<file path="config.mk">
export PLATFORM = sky130hd
export DESIGN_NAME = bwtop_port
export DESIGN_NICKNAME = d
export VERILOG_FILES = /design/src/common/bwtop_pkg.sv /design/src/hdl/bwtop_port.sv
export SDC_FILE = /design/constraint.sdc
export NUM_CORES = 1
export LEC_CHECK = 0
export BUFFER_PORTS_ARGS = -buffer_cell sky130_fd_sc_hd__buf_2
export CORE_ASPECT_RATIO = 1.5
export CORE_MARGIN = 3
export CORE_UTILIZATION = 52
export DETAILED_ROUTE_END_ITERATION = 12
export HOLD_SLACK_MARGIN = 0.03
export MAX_ROUTING_LAYER = met4
export PLACE_DENSITY = 0.84
export SYNTH_ARGS = -nofsm -noshare
export SYNTH_HDL_FRONTEND = slang
export SYNTH_SLANG_ARGS = --single-unit
</file>
<file path="constraint.sdc">
create_clock -name clock -period 3.2 [get_ports clock]
set_clock_uncertainty 0.15 [all_clocks]
set_input_delay 0 -clock clock [delete_from_list [all_inputs] [get_ports clock]]
set_output_delay 0 -clock clock [all_outputs]
set_load 0.03 [all_outputs]
</file>
<file path="src/common/bwtop_pkg.sv">
// package: register map, field layout and types of the byte-wide timed output port
package bwtop_pkg;
  localparam int ADDR_W = 8;
  localparam logic [7:0] OFS_PIN_DATA = 8'h48;
  localparam logic [7:0] OFS_TIMING_SEL = 8'h4C;
  localparam logic [7:0] OFS_ALT_FUNC = 8'h4D;
  localparam logic [7:0] OFS_DRIVE_MODE = 8'h4E;
  localparam logic [7:0] OFS_DIRECTION = 8'h4F;
  localparam int SEL_HI_LSB = 4;
  localparam int SEL_LO_LSB = 0;
  localparam logic [7:0] RST_DIRECTION = 8'h00;
  localparam logic [7:0] RST_ALT_FUNC = 8'h00;
  localparam logic [1:0] RST_SEL = 2'h0;
  localparam logic [7:0] RST_UNDEF = 8'h00;
  localparam logic [1:0] SEL_HALF = 2'h0;
  localparam logic [1:0] SEL_TA1 = 2'h1;
  localparam logic [1:0] SEL_TB1 = 2'h2;
  localparam logic [1:0] SEL_TB2 = 2'h3;

  typedef struct packed {
    logic wrEn;
    logic rdEn;
    logic [ADDR_W-1:0] addr;
    logic [7:0] wrData;
  } bwtop_bus_type;

  typedef struct packed {
    logic [7:0] pinOut;
    logic [7:0] pinOe;
  } bwtop_pins_type;

  typedef struct packed {
    logic eTxData;
    logic eTxClk;
    logic eRxClk;
    logic eTxClkOe;
    logic eRxClkOe;
    logic fTxData;
    logic fTxClk;
    logic fRxClk;
    logic fTxClkOe;
    logic fRxClkOe;
  } bwtop_serial_type;
endpackage : bwtop_pkg

</file>
<file path="src/hdl/bwtop_port.sv">
// byte-wide timed output port: registers, nibble update timing, drive and alternate functions
`timescale 1ns/100ps

// How it works
// - eight pins, each with its own direction
// - writes load buffer, pins update on edge
// - per-nibble timing select: clock or timers
// - default update timing is clock divided two
// - per-pin open-drain or push-pull drive
// - alternates carry serial and PWM signals
// - reset: all inputs, alternates disabled
// - direction and select fields reset zero
// - only data register reads back
// - no interrupt requests ever
// - select encoding, upper 5:4, lower 1:0
// - data read returns pin states
// - direction 1 output, drive 1 open-drain
module bwtop_port
  import bwtop_pkg::*;
#(
  parameter int PINS = 8
) (
  // clock and reset
  input wire logic clock,
  input wire logic rstn,
  // register access
  input wire bwtop_bus_type bus,
  output logic [7:0] rdData,
  output logic rdValid,
  // pins
  input wire logic [PINS-1:0] pinIn,
  output bwtop_pins_type pins,
  // timer outputs
  input wire logic timerA1,
  input wire logic timerB1,
  input wire logic timerB2,
  // serial port E and F, PWM
  input wire bwtop_serial_type serialIn,
  input wire logic pwm1,
  input wire logic pwm0,
  output logic serialERxData,
  output logic serialFRxData,
  output logic serialERxClkIn,
  output logic serialETxClkIn,
  output logic serialFRxClkIn,
  output logic serialFTxClkIn
);

  initial begin
    if (PINS != 8) $error("bwtop_port serves exactly eight pins");
  end

  logic [7:0] buffer_r;
  logic [7:0] outData_r;
  logic [7:0] timingSel_r;
  logic [7:0] altFunc_r;
  logic [7:0] driveMode_r;
  logic [7:0] direction_r;
  logic halfDiv_r;
  logic [2:0] timerPrev_r;
  logic [7:0] rdData_r;
  logic rdValid_r;

  wire hitData = bus.addr == OFS_PIN_DATA;
  wire hitSel = bus.addr == OFS_TIMING_SEL;
  wire hitAlt = bus.addr == OFS_ALT_FUNC;
  wire hitDrive = bus.addr == OFS_DRIVE_MODE;
  wire hitDir = bus.addr == OFS_DIRECTION;

  // rising edge of each timer output, one cycle long
  wire [2:0] timerNow = {timerB2, timerB1, timerA1};
  wire [2:0] timerRise = timerNow & ~timerPrev_r;

  function automatic logic strobeOf(input logic [1:0] sel, input logic half, input logic [2:0] rise);
    logic s;
    s = 1'b0;
    case (sel)
      SEL_HALF: s = half;
      SEL_TA1: s = rise[0];
      SEL_TB1: s = rise[1];
      SEL_TB2: s = rise[2];
      default: s = 1'b0;
    endcase
    return s;
  endfunction : strobeOf

  // one decode per nibble
  wire updHi = strobeOf(timingSel_r[SEL_HI_LSB +: 2], halfDiv_r, timerRise);
  wire updLo = strobeOf(timingSel_r[SEL_LO_LSB +: 2], halfDiv_r, timerRise);

  always_ff @(posedge clock) begin
    if (!rstn) begin
      halfDiv_r <= 1'b0;
      timerPrev_r <= 3'h0;
    end else begin
      halfDiv_r <= ~halfDiv_r;
      timerPrev_r <= timerNow;
    end
  end

  // control registers; registers with no defined reset still settle to a fixed value
  always_ff @(posedge clock) begin
    if (!rstn) begin
      direction_r <= RST_DIRECTION;
      altFunc_r <= RST_ALT_FUNC;
      timingSel_r <= RST_UNDEF;
      timingSel_r[SEL_HI_LSB +: 2] <= RST_SEL;
      timingSel_r[SEL_LO_LSB +: 2] <= RST_SEL;
      buffer_r <= RST_UNDEF;
      outData_r <= RST_UNDEF;
      driveMode_r <= RST_UNDEF;
    end else begin
      if (bus.wrEn && hitDir) direction_r <= bus.wrData;
      if (bus.wrEn && hitAlt) altFunc_r <= bus.wrData;
      if (bus.wrEn && hitSel) timingSel_r <= bus.wrData;
      if (bus.wrEn && hitData) buffer_r <= bus.wrData;
      if (bus.wrEn && hitDrive) driveMode_r <= bus.wrData;
      if (updHi) outData_r[7:4] <= buffer_r[7:4];
      if (updLo) outData_r[3:0] <= buffer_r[3:0];
    end
  end

  // alternate function per pin: pins 6 and 2 are outputs, pins 5, 4, 1 and 0 inputs or clock outputs, pins 7 and 3 inputs
  logic [7:0] srcData;
  logic [7:0] altDrives;
  assign srcData[7] = pwm1;
  assign srcData[6] = altFunc_r[6] ? serialIn.eTxData : outData_r[6];
  assign srcData[5] = serialIn.eRxClk;
  assign srcData[4] = altFunc_r[4] ? serialIn.eTxClk : outData_r[4];
  assign srcData[3] = pwm0;
  assign srcData[2] = altFunc_r[2] ? serialIn.fTxData : outData_r[2];
  assign srcData[1] = serialIn.fRxClk;
  assign srcData[0] = altFunc_r[0] ? serialIn.fTxClk : outData_r[0];
  assign altDrives[7] = 1'b0;
  assign altDrives[6] = altFunc_r[6];
  assign altDrives[5] = altFunc_r[5] & serialIn.eRxClkOe;
  assign altDrives[4] = altFunc_r[4] & serialIn.eTxClkOe;
  assign altDrives[3] = 1'b0;
  assign altDrives[2] = altFunc_r[2];
  assign altDrives[1] = altFunc_r[1] & serialIn.fRxClkOe;
  assign altDrives[0] = altFunc_r[0] & serialIn.fTxClkOe;

  genvar g;
  generate
    for (g = 0; g < PINS; g++) begin : gPin
      wire isOutput = direction_r[g] | altDrives[g];
      // open-drain only pulls low; a high is left to the pull-up
      assign pins.pinOut[g] = srcData[g];
      assign pins.pinOe[g] = isOutput & (~driveMode_r[g] | ~srcData[g]);
    end
  endgenerate

  // receive paths see the pin only while enabled
  assign serialERxData = altFunc_r[7] & pinIn[7];
  assign serialERxClkIn = altFunc_r[5] & pinIn[5];
  assign serialETxClkIn = altFunc_r[4] & pinIn[4];
  assign serialFRxData = altFunc_r[3] & pinIn[3];
  assign serialFRxClkIn = altFunc_r[1] & pinIn[1];
  assign serialFTxClkIn = altFunc_r[0] & pinIn[0];

  // only the data register answers a read; write-only ones read zero
  always_ff @(posedge clock) begin
    if (!rstn) begin
      rdData_r <= 8'h00;
      rdValid_r <= 1'b0;
    end else begin
      rdValid_r <= bus.rdEn;
      rdData_r <= (bus.rdEn && hitData) ? pinIn : 8'h00;
    end
  end
  assign rdData = rdData_r;
  assign rdValid = rdValid_r;
  // no interrupt output exists at all

  a_dir_reset: assert property (@(posedge clock) !rstn |=> direction_r == RST_DIRECTION && altFunc_r == 8'h00)
    else $error("direction or alternate not cleared by reset");
  a_sel_reset: assert property (@(posedge clock) !rstn |=> timingSel_r[5:4] == 2'h0 && timingSel_r[1:0] == 2'h0)
    else $error("timing select not cleared by reset");
  a_hi_hold: assert property (@(posedge clock) disable iff (!rstn) !updHi |=> $stable(outData_r[7:4]))
    else $error("upper nibble moved without strobe");
  a_lo_load: assert property (@(posedge clock) disable iff (!rstn) updLo |=> outData_r[3:0] == $past(buffer_r[3:0]))
    else $error("lower nibble not loaded on strobe");
  a_half_rate: assert property (@(posedge clock) disable iff (!rstn)
    timingSel_r[1:0] == SEL_HALF && updLo |=> !updLo)
    else $error("default update faster than half clock");
  a_open_drain: assert property (@(posedge clock) disable iff (!rstn)
    driveMode_r[0] && pins.pinOe[0] |-> !pins.pinOut[0])
    else $error("open-drain pin driven high");
  a_input_quiet: assert property (@(posedge clock) disable iff (!rstn)
    !direction_r[2] && !altFunc_r[2] |-> !pins.pinOe[2])
    else $error("input pin driven");
  a_read_zero: assert property (@(posedge clock) disable iff (!rstn)
    bus.rdEn && !hitData |=> rdValid && rdData == 8'h00)
    else $error("write-only register read back");
  a_read_pins: assert property (@(posedge clock) disable iff (!rstn)
    bus.rdEn && hitData |=> rdData == $past(pinIn))
    else $error("data read not pin state");
  a_timer_strobe: assert property (@(posedge clock) disable iff (!rstn)
    timingSel_r[5:4] == SEL_TA1 && $stable(timingSel_r) && updHi |=> !updHi)
    else $error("timer strobe longer than one cycle");

  c_timer_update: cover property (@(posedge clock) disable iff (!rstn) timingSel_r[5:4] == SEL_TB2 && updHi);
  c_serial_tx: cover property (@(posedge clock) disable iff (!rstn) altFunc_r[6] && pins.pinOe[6]);
  c_data_write: cover property (@(posedge clock) disable iff (!rstn) bus.wrEn && hitData ##[1:4] updLo);

endmodule : bwtop_port

</file>
# ---- Yosys cells after proc, flatten, opt, wreduce, memory -nomap -nowiden
# Cells that the tools add are included.
dict set report word_totals {
  regBits 56
  wordCells 88
}
dict set report op_classes {
  n_eq_ne 11
  mux 6
  n_bitwise 51
  n_reduce_logical 9
}
# operator n
set op_table {}
lappend op_table {{8-bit by 7-bit equality test with 1-bit output (second input constant)} 5}
lappend op_table {{1-bit bitwise AND} 18}
lappend op_table {{1-bit inverter} 17}
lappend op_table {{1-bit bitwise OR} 14}
lappend op_table {{2-bit equality test (second input constant)} 4}
lappend op_table {{1-bit case mux with 4 select lines} 2}
lappend op_table {{1-bit logical AND} 6}
lappend op_table {{2-bit by 1-bit equality test with 1-bit output (second input constant)} 2}
lappend op_table {{2-bit logical NOT} 2}
lappend op_table {{1-bit two-way mux} 4}
lappend op_table {{3-bit bitwise AND} 1}
lappend op_table {{3-bit inverter} 1}
lappend op_table {{2-bit AND reduction} 1}

# ---- Logic depth before layout (Yosys ltp)
dict set report depth {
  ltp_word 4
  mapped_depth 4
}

# ---- Worst setup path before layout
# No wires, ideal clock.
dict set report synth_timing {
  path_type {register to output}
  startpoint {register altFunc_r[0]}
  endpoint {output port pins[0] (netlist bit)}
  arrival_ns 1.309
  t_required_ns 3.050
  slack_ns 1.741
  path_stages_with_launch 3
  n_path_buf 0
  cell_sequence {dfxtp_1 -> mux2_2 -> a21oi_1}
}
# item line_no
set synth_rtl {}
lappend synth_rtl {{start, declared} bwtop_port.sv:56} ;# logic [7:0] altFunc_r;
lappend synth_rtl {{start signal, assigned} bwtop_port.sv:114} ;# if (bus.wrEn && hitAlt) altFunc_r <= bus.wrData;
lappend synth_rtl {{end, declared} bwtop_port.sv:32} ;# output bwtop_pins_type pins,

# ---- Worst setup path after layout
dict set report layout_timing {
  startpoint {input port bus[12] (netlist bit)}
  endpoint {register direction_r[0]}
}
dict set report layout_via {
  elab_chain_len 2
}
# item line_no
set layout_lines {}
lappend layout_lines {{start, declared} bwtop_port.sv:27} ;# input wire bwtop_bus_type bus,
lappend layout_lines {{8-bit by 7-bit equality test with 1-bit output} bwtop_port.sv:68} ;# wire hitDir = bus.addr == OFS_DIRECTION;
lappend layout_lines {{1-bit logical AND} bwtop_port.sv:113} ;# if (bus.wrEn && hitDir) direction_r <= bus.wrData;
lappend layout_lines {{end signal, assigned} bwtop_port.sv:113}
lappend layout_lines {{end, declared} bwtop_port.sv:58} ;# logic [7:0] direction_r;
# No other way between the ends.
# A chain may end at the register's enable or synchronous reset.

==> qor.tcl <==
set qor(ys_top_cells_by_area) {sky130_fd_sc_hd__dfxtp_1 49%, sky130_fd_sc_hd__mux2i_1 18%, sky130_fd_sc_hd__nand2_1 8.3%, sky130_fd_sc_hd__and2_1 5.6%, sky130_fd_sc_hd__a21oi_1 2.5%}
set qor(final_cell_mix) {73 x sky130_fd_sc_hd__buf_2, 49 x sky130_fd_sc_hd__dfxtp_1, 44 x sky130_fd_sc_hd__nand2_1}
set qor(worst-path-max-fanout) 7
set qor(gp_routability_congestion) 0.7224
set qor(finalHoldViolCount) 0
set qor(syn_area_sq_um) 1996
set qor(dp_hpwl_mm) 2.935
set qor(critical_path.cell_chain) {dlygate4sd3_1 > buf_2 > nor3b_4 > nand4_4 > dlygate4sd3_1 > mux2i_1}
set qor(fin_crit_share) 0.6378
set qor(rsz_0062_raised_after_global_routing) {no}
set qor(power.combinational.fraction) 0.082
set qor(tns_ns) 0
set qor(grt_use_total) 0.2173
set qor(dr_vias) 1661
set qor(data_arrival_time_of_the_critical_path_ns) 2.06
set qor(multi_input_comb_area_sq_um) 942.2
set qor(worstPathBufferInverterCount) 3
set qor(worst_setup_path_endpoint) {direction_r[0]$_SDFFE_PN0P_}
set qor(layout.filler_cells) 248
set qor(insertedDiodeCount) 0
set qor(timing.hold.worst.class) {input pin to register}
set qor(worstSetupEndpointType) {register}
set qor(drv_cap) 0
set qor(first_global_vias) 1678
set qor(worst_skew_pair.late_latency_ns) 0.30
set qor(clkPwrFrac) 0.393
set qor(leakagePower_nw) 1.416
set qor(cts_tree) {done}
set qor(cp_common_cell) {sky130_fd_sc_hd__dlygate4sd3_1}
set qor(cp.depth) 6
set qor(sw_frac_of_total) 0.2162
set qor(slew_violations) 0
set qor(irDropWorstVdd_mv) 0.4423
set qor(area.growth.synth_to_final_pct) 36.36
set qor(fp.dieArea_sq_um) 4632
set qor(io_buffers) 73
set qor(yosys_warning_total) 0
set qor(final_common_cell) {sky130_fd_sc_hd__buf_2}
set qor(reg2reg_setup_slack_ns) 1.89
set qor(cellPowerDensity_nw_per_um2) 430.4
set qor(drive_above_1_share) 0.3183
set qor(slowest_delay_ns) 0.78
set qor(worstRegToRegCells) 2
set qor(synth_top_area_frac) 0.4915
set qor(cts-root-buf) {sky130_fd_sc_hd__clkbuf_8}
set qor(initial_antenna_violation_count) 0
set qor(drt_first_pass_iters) 4
set qor(io_pins) 74
set qor(cts_made_buffers) 5
set qor(avgRoutedWirePerCell_microns) 13.49
set qor(slew_headroom) 0.4748
set qor(timing_worst_setup_path_type) {input pin to register}
set qor(startpoint_type) {input pin}
set qor(placementRows) 26
set qor(switchingPower_w) 0.0002533
set qor(postSynthNetCount) 236
set qor(final_antenna_net_count) 0
set qor(clock_sinks) 49
set qor(cts.reportedPaths.clkPinSlew_ns) 0.09
set qor(route.final.wire_length_mm) 4.466
set qor(core_area_sq_um) 3546
set qor(layout_min_cycle_time_ns) 2.041
set qor(avgSynthCellArea_sq_um) 10.34
set qor(seq_area_frac_synth) 0.4915
set qor(worstSetupStartpoint) {bus[12]}
set qor(finalSetupViolations) 0
set qor(number_of_drc_markers_in_iteration_0) 36
set qor(fin_nets) 331
set qor(clock_tree.buffer_depth) 2
set qor(critPathSlowestCell) {sky130_fd_sc_hd__dlygate4sd3_1}
set qor(synth_cells) 193
set qor(netlist.top_cell.by_area) {sky130_fd_sc_hd__dfxtp_1}
set qor(cell_variety_after_synth) 23
set qor(power.share.sequential) 0.525
set qor(worst_reg2reg_endpoint) {outData_r[0]$_SDFFE_PN0P_}
set qor(critical_path.top_delay_family) {buffers and inverters}
set qor(grt_first_pass_wirelength_mm) 7.500
set qor(max_slew.worst_pin.slew_ns) 0.7878
set qor(grt-ovfl-total) 0
set qor(drc_errors) 0
set qor(crit-reg2reg-launch) {timingSel_r[0]$_SDFFE_PN0P_}
set qor(worstPathRequired_ns) 3.22
set qor(timing.fmax_mhz) 489.9
set qor(sequential_cell_area_sq_um) 980.9
set qor(result_of_the_run) {finished clean}
set qor(worst_hold_slack_ns) 0.1088
set qor(postCtsSetupRepairBufs) 0
set qor(die-height_microns) 81.88
set qor(routed_via_density) 5.018
set qor(die_width_microns) 56.58
set qor(cts_max_level) 2
set qor(ys_seq_elements) 49
set qor(initial_core_util) 0.5628
set qor(internal_power_w) 0.0009180
set qor(pin_count_of_the_biggest_net_entering_global_routing) 50
## worst min-delay path, delay by kind of cell
kind | cells | cell delay, ns
AND/OR/NAND/NOR | 2 | 0.29
buffers and inverters | 1 | 0.12
multiplexers | 1 | 0.11
## cell type report
cell class,count,area share
sequential,49,0.3605
tap,42,0.01931
multi-input combinational,133,0.3462
clock inverter,2,0.01379
clock buffer,6,0.03034
timing repair buffer,99,0.2299
## per-layer routing
metal	share of wire	global-route usage	vias up
met4	0.023	0.1235	0
met3	0.047	0.04245	10
met1	0.38	0.2207	773
li1	-	-	836
met2	0.55	0.3877	42
met5	0	-	-
## metrics by stage
step | cells | total power, W | worst slack, ns | util | cell area, sq um
2_1_floorplan | 193 | 0.0006682 | 1.741 | - | 1996
3_3_place_gp | 297 | 0.0007013 | 1.706 | 0.6602 | 2341
3_5_place_dp | 297 | 0.0007025 | 1.667 | 0.6602 | 2341
4_1_cts | 331 | 0.001178 | 1.154 | 0.7675 | 2721
5_1_grt | 331 | 0.001213 | 1.058 | 0.7675 | 2721
6_report | 331 | 0.001171 | 1.159 | 0.7675 | 2721
## power by group through the flow
stage / clock [W] / combinational (W) / sequential, W
2_1_floorplan: 0 / 0.0000379 / 0.000630
3_3_place_gp: 0 / 0.0000723 / 0.000629
3_5_place_dp: 0 / 0.0000734 / 0.000629
4_1_cts: 0.000468 / 0.0000953 / 0.000615
5_1_grt: 0.000492 / 0.000105 / 0.000615
6_report: 0.000460 / 0.0000960 / 0.000615
## cell families after synthesis
family          after synthesis  share of synthesized area
buf+inv                      11                    0.03636
simple gates                 79                     0.2138
mux                          42                     0.2257
flops                        49                     0.4915
compound gates               12                    0.03260
## how the worst min path moves through the flow
| stage | from | end | slack (ns) | cells past startpoint |
|---|---|---|---|---|
| after floorplan | pinIn[0] | rdData[0]$_SDFF_PN0_ | -0.03 | 1 |
| after global placement | pinIn[2] | rdData[2]$_SDFF_PN0_ | 0.05 | 2 |
| after detailed placement | pinIn[2] | rdData[2]$_SDFF_PN0_ | 0.05 | 2 |
| after CTS | bus[13] | timingSel_r[5]$_SDFFE_PN0P_ | 0.11 | 4 |
| after global routing | pwm0 | pins[11] | 0.13 | 2 |
| final | bus[13] | timingSel_r[4]$_SDFFE_PN0P_ | 0.11 | 4 |
## synthesized netlist by cell type (all sizes together)
master	n
a21boi	2
a21oi	10
and2	18
and3	1
and4b	1
buf	7
clkbuf	4
dfxtp	49
mux2	4
mux2i	36
mux4	2
nand2	44
nand3	2
nand4	1
nand4b	2
nor2	3
nor2b	4
nor3b	1
nor4	1
nor4bb	1
## registers in the layout (all words and copies together), names as in the netlist
register     cells
timingSel_r      4
halfDiv_r        1
outData_r        4
rdData           8
direction_r      8
rdValid          1
driveMode_r      8
buffer_r         4
altFunc_r        8
timerPrev_r      3
## what timing repair did
item | in CTS | in global routing
gates resized for setup | 0 | 0
hold endpoints to repair | 44 | 0
hold buffers | 26 | 0
Note: power is estimated with default switching activity, not from simulation.
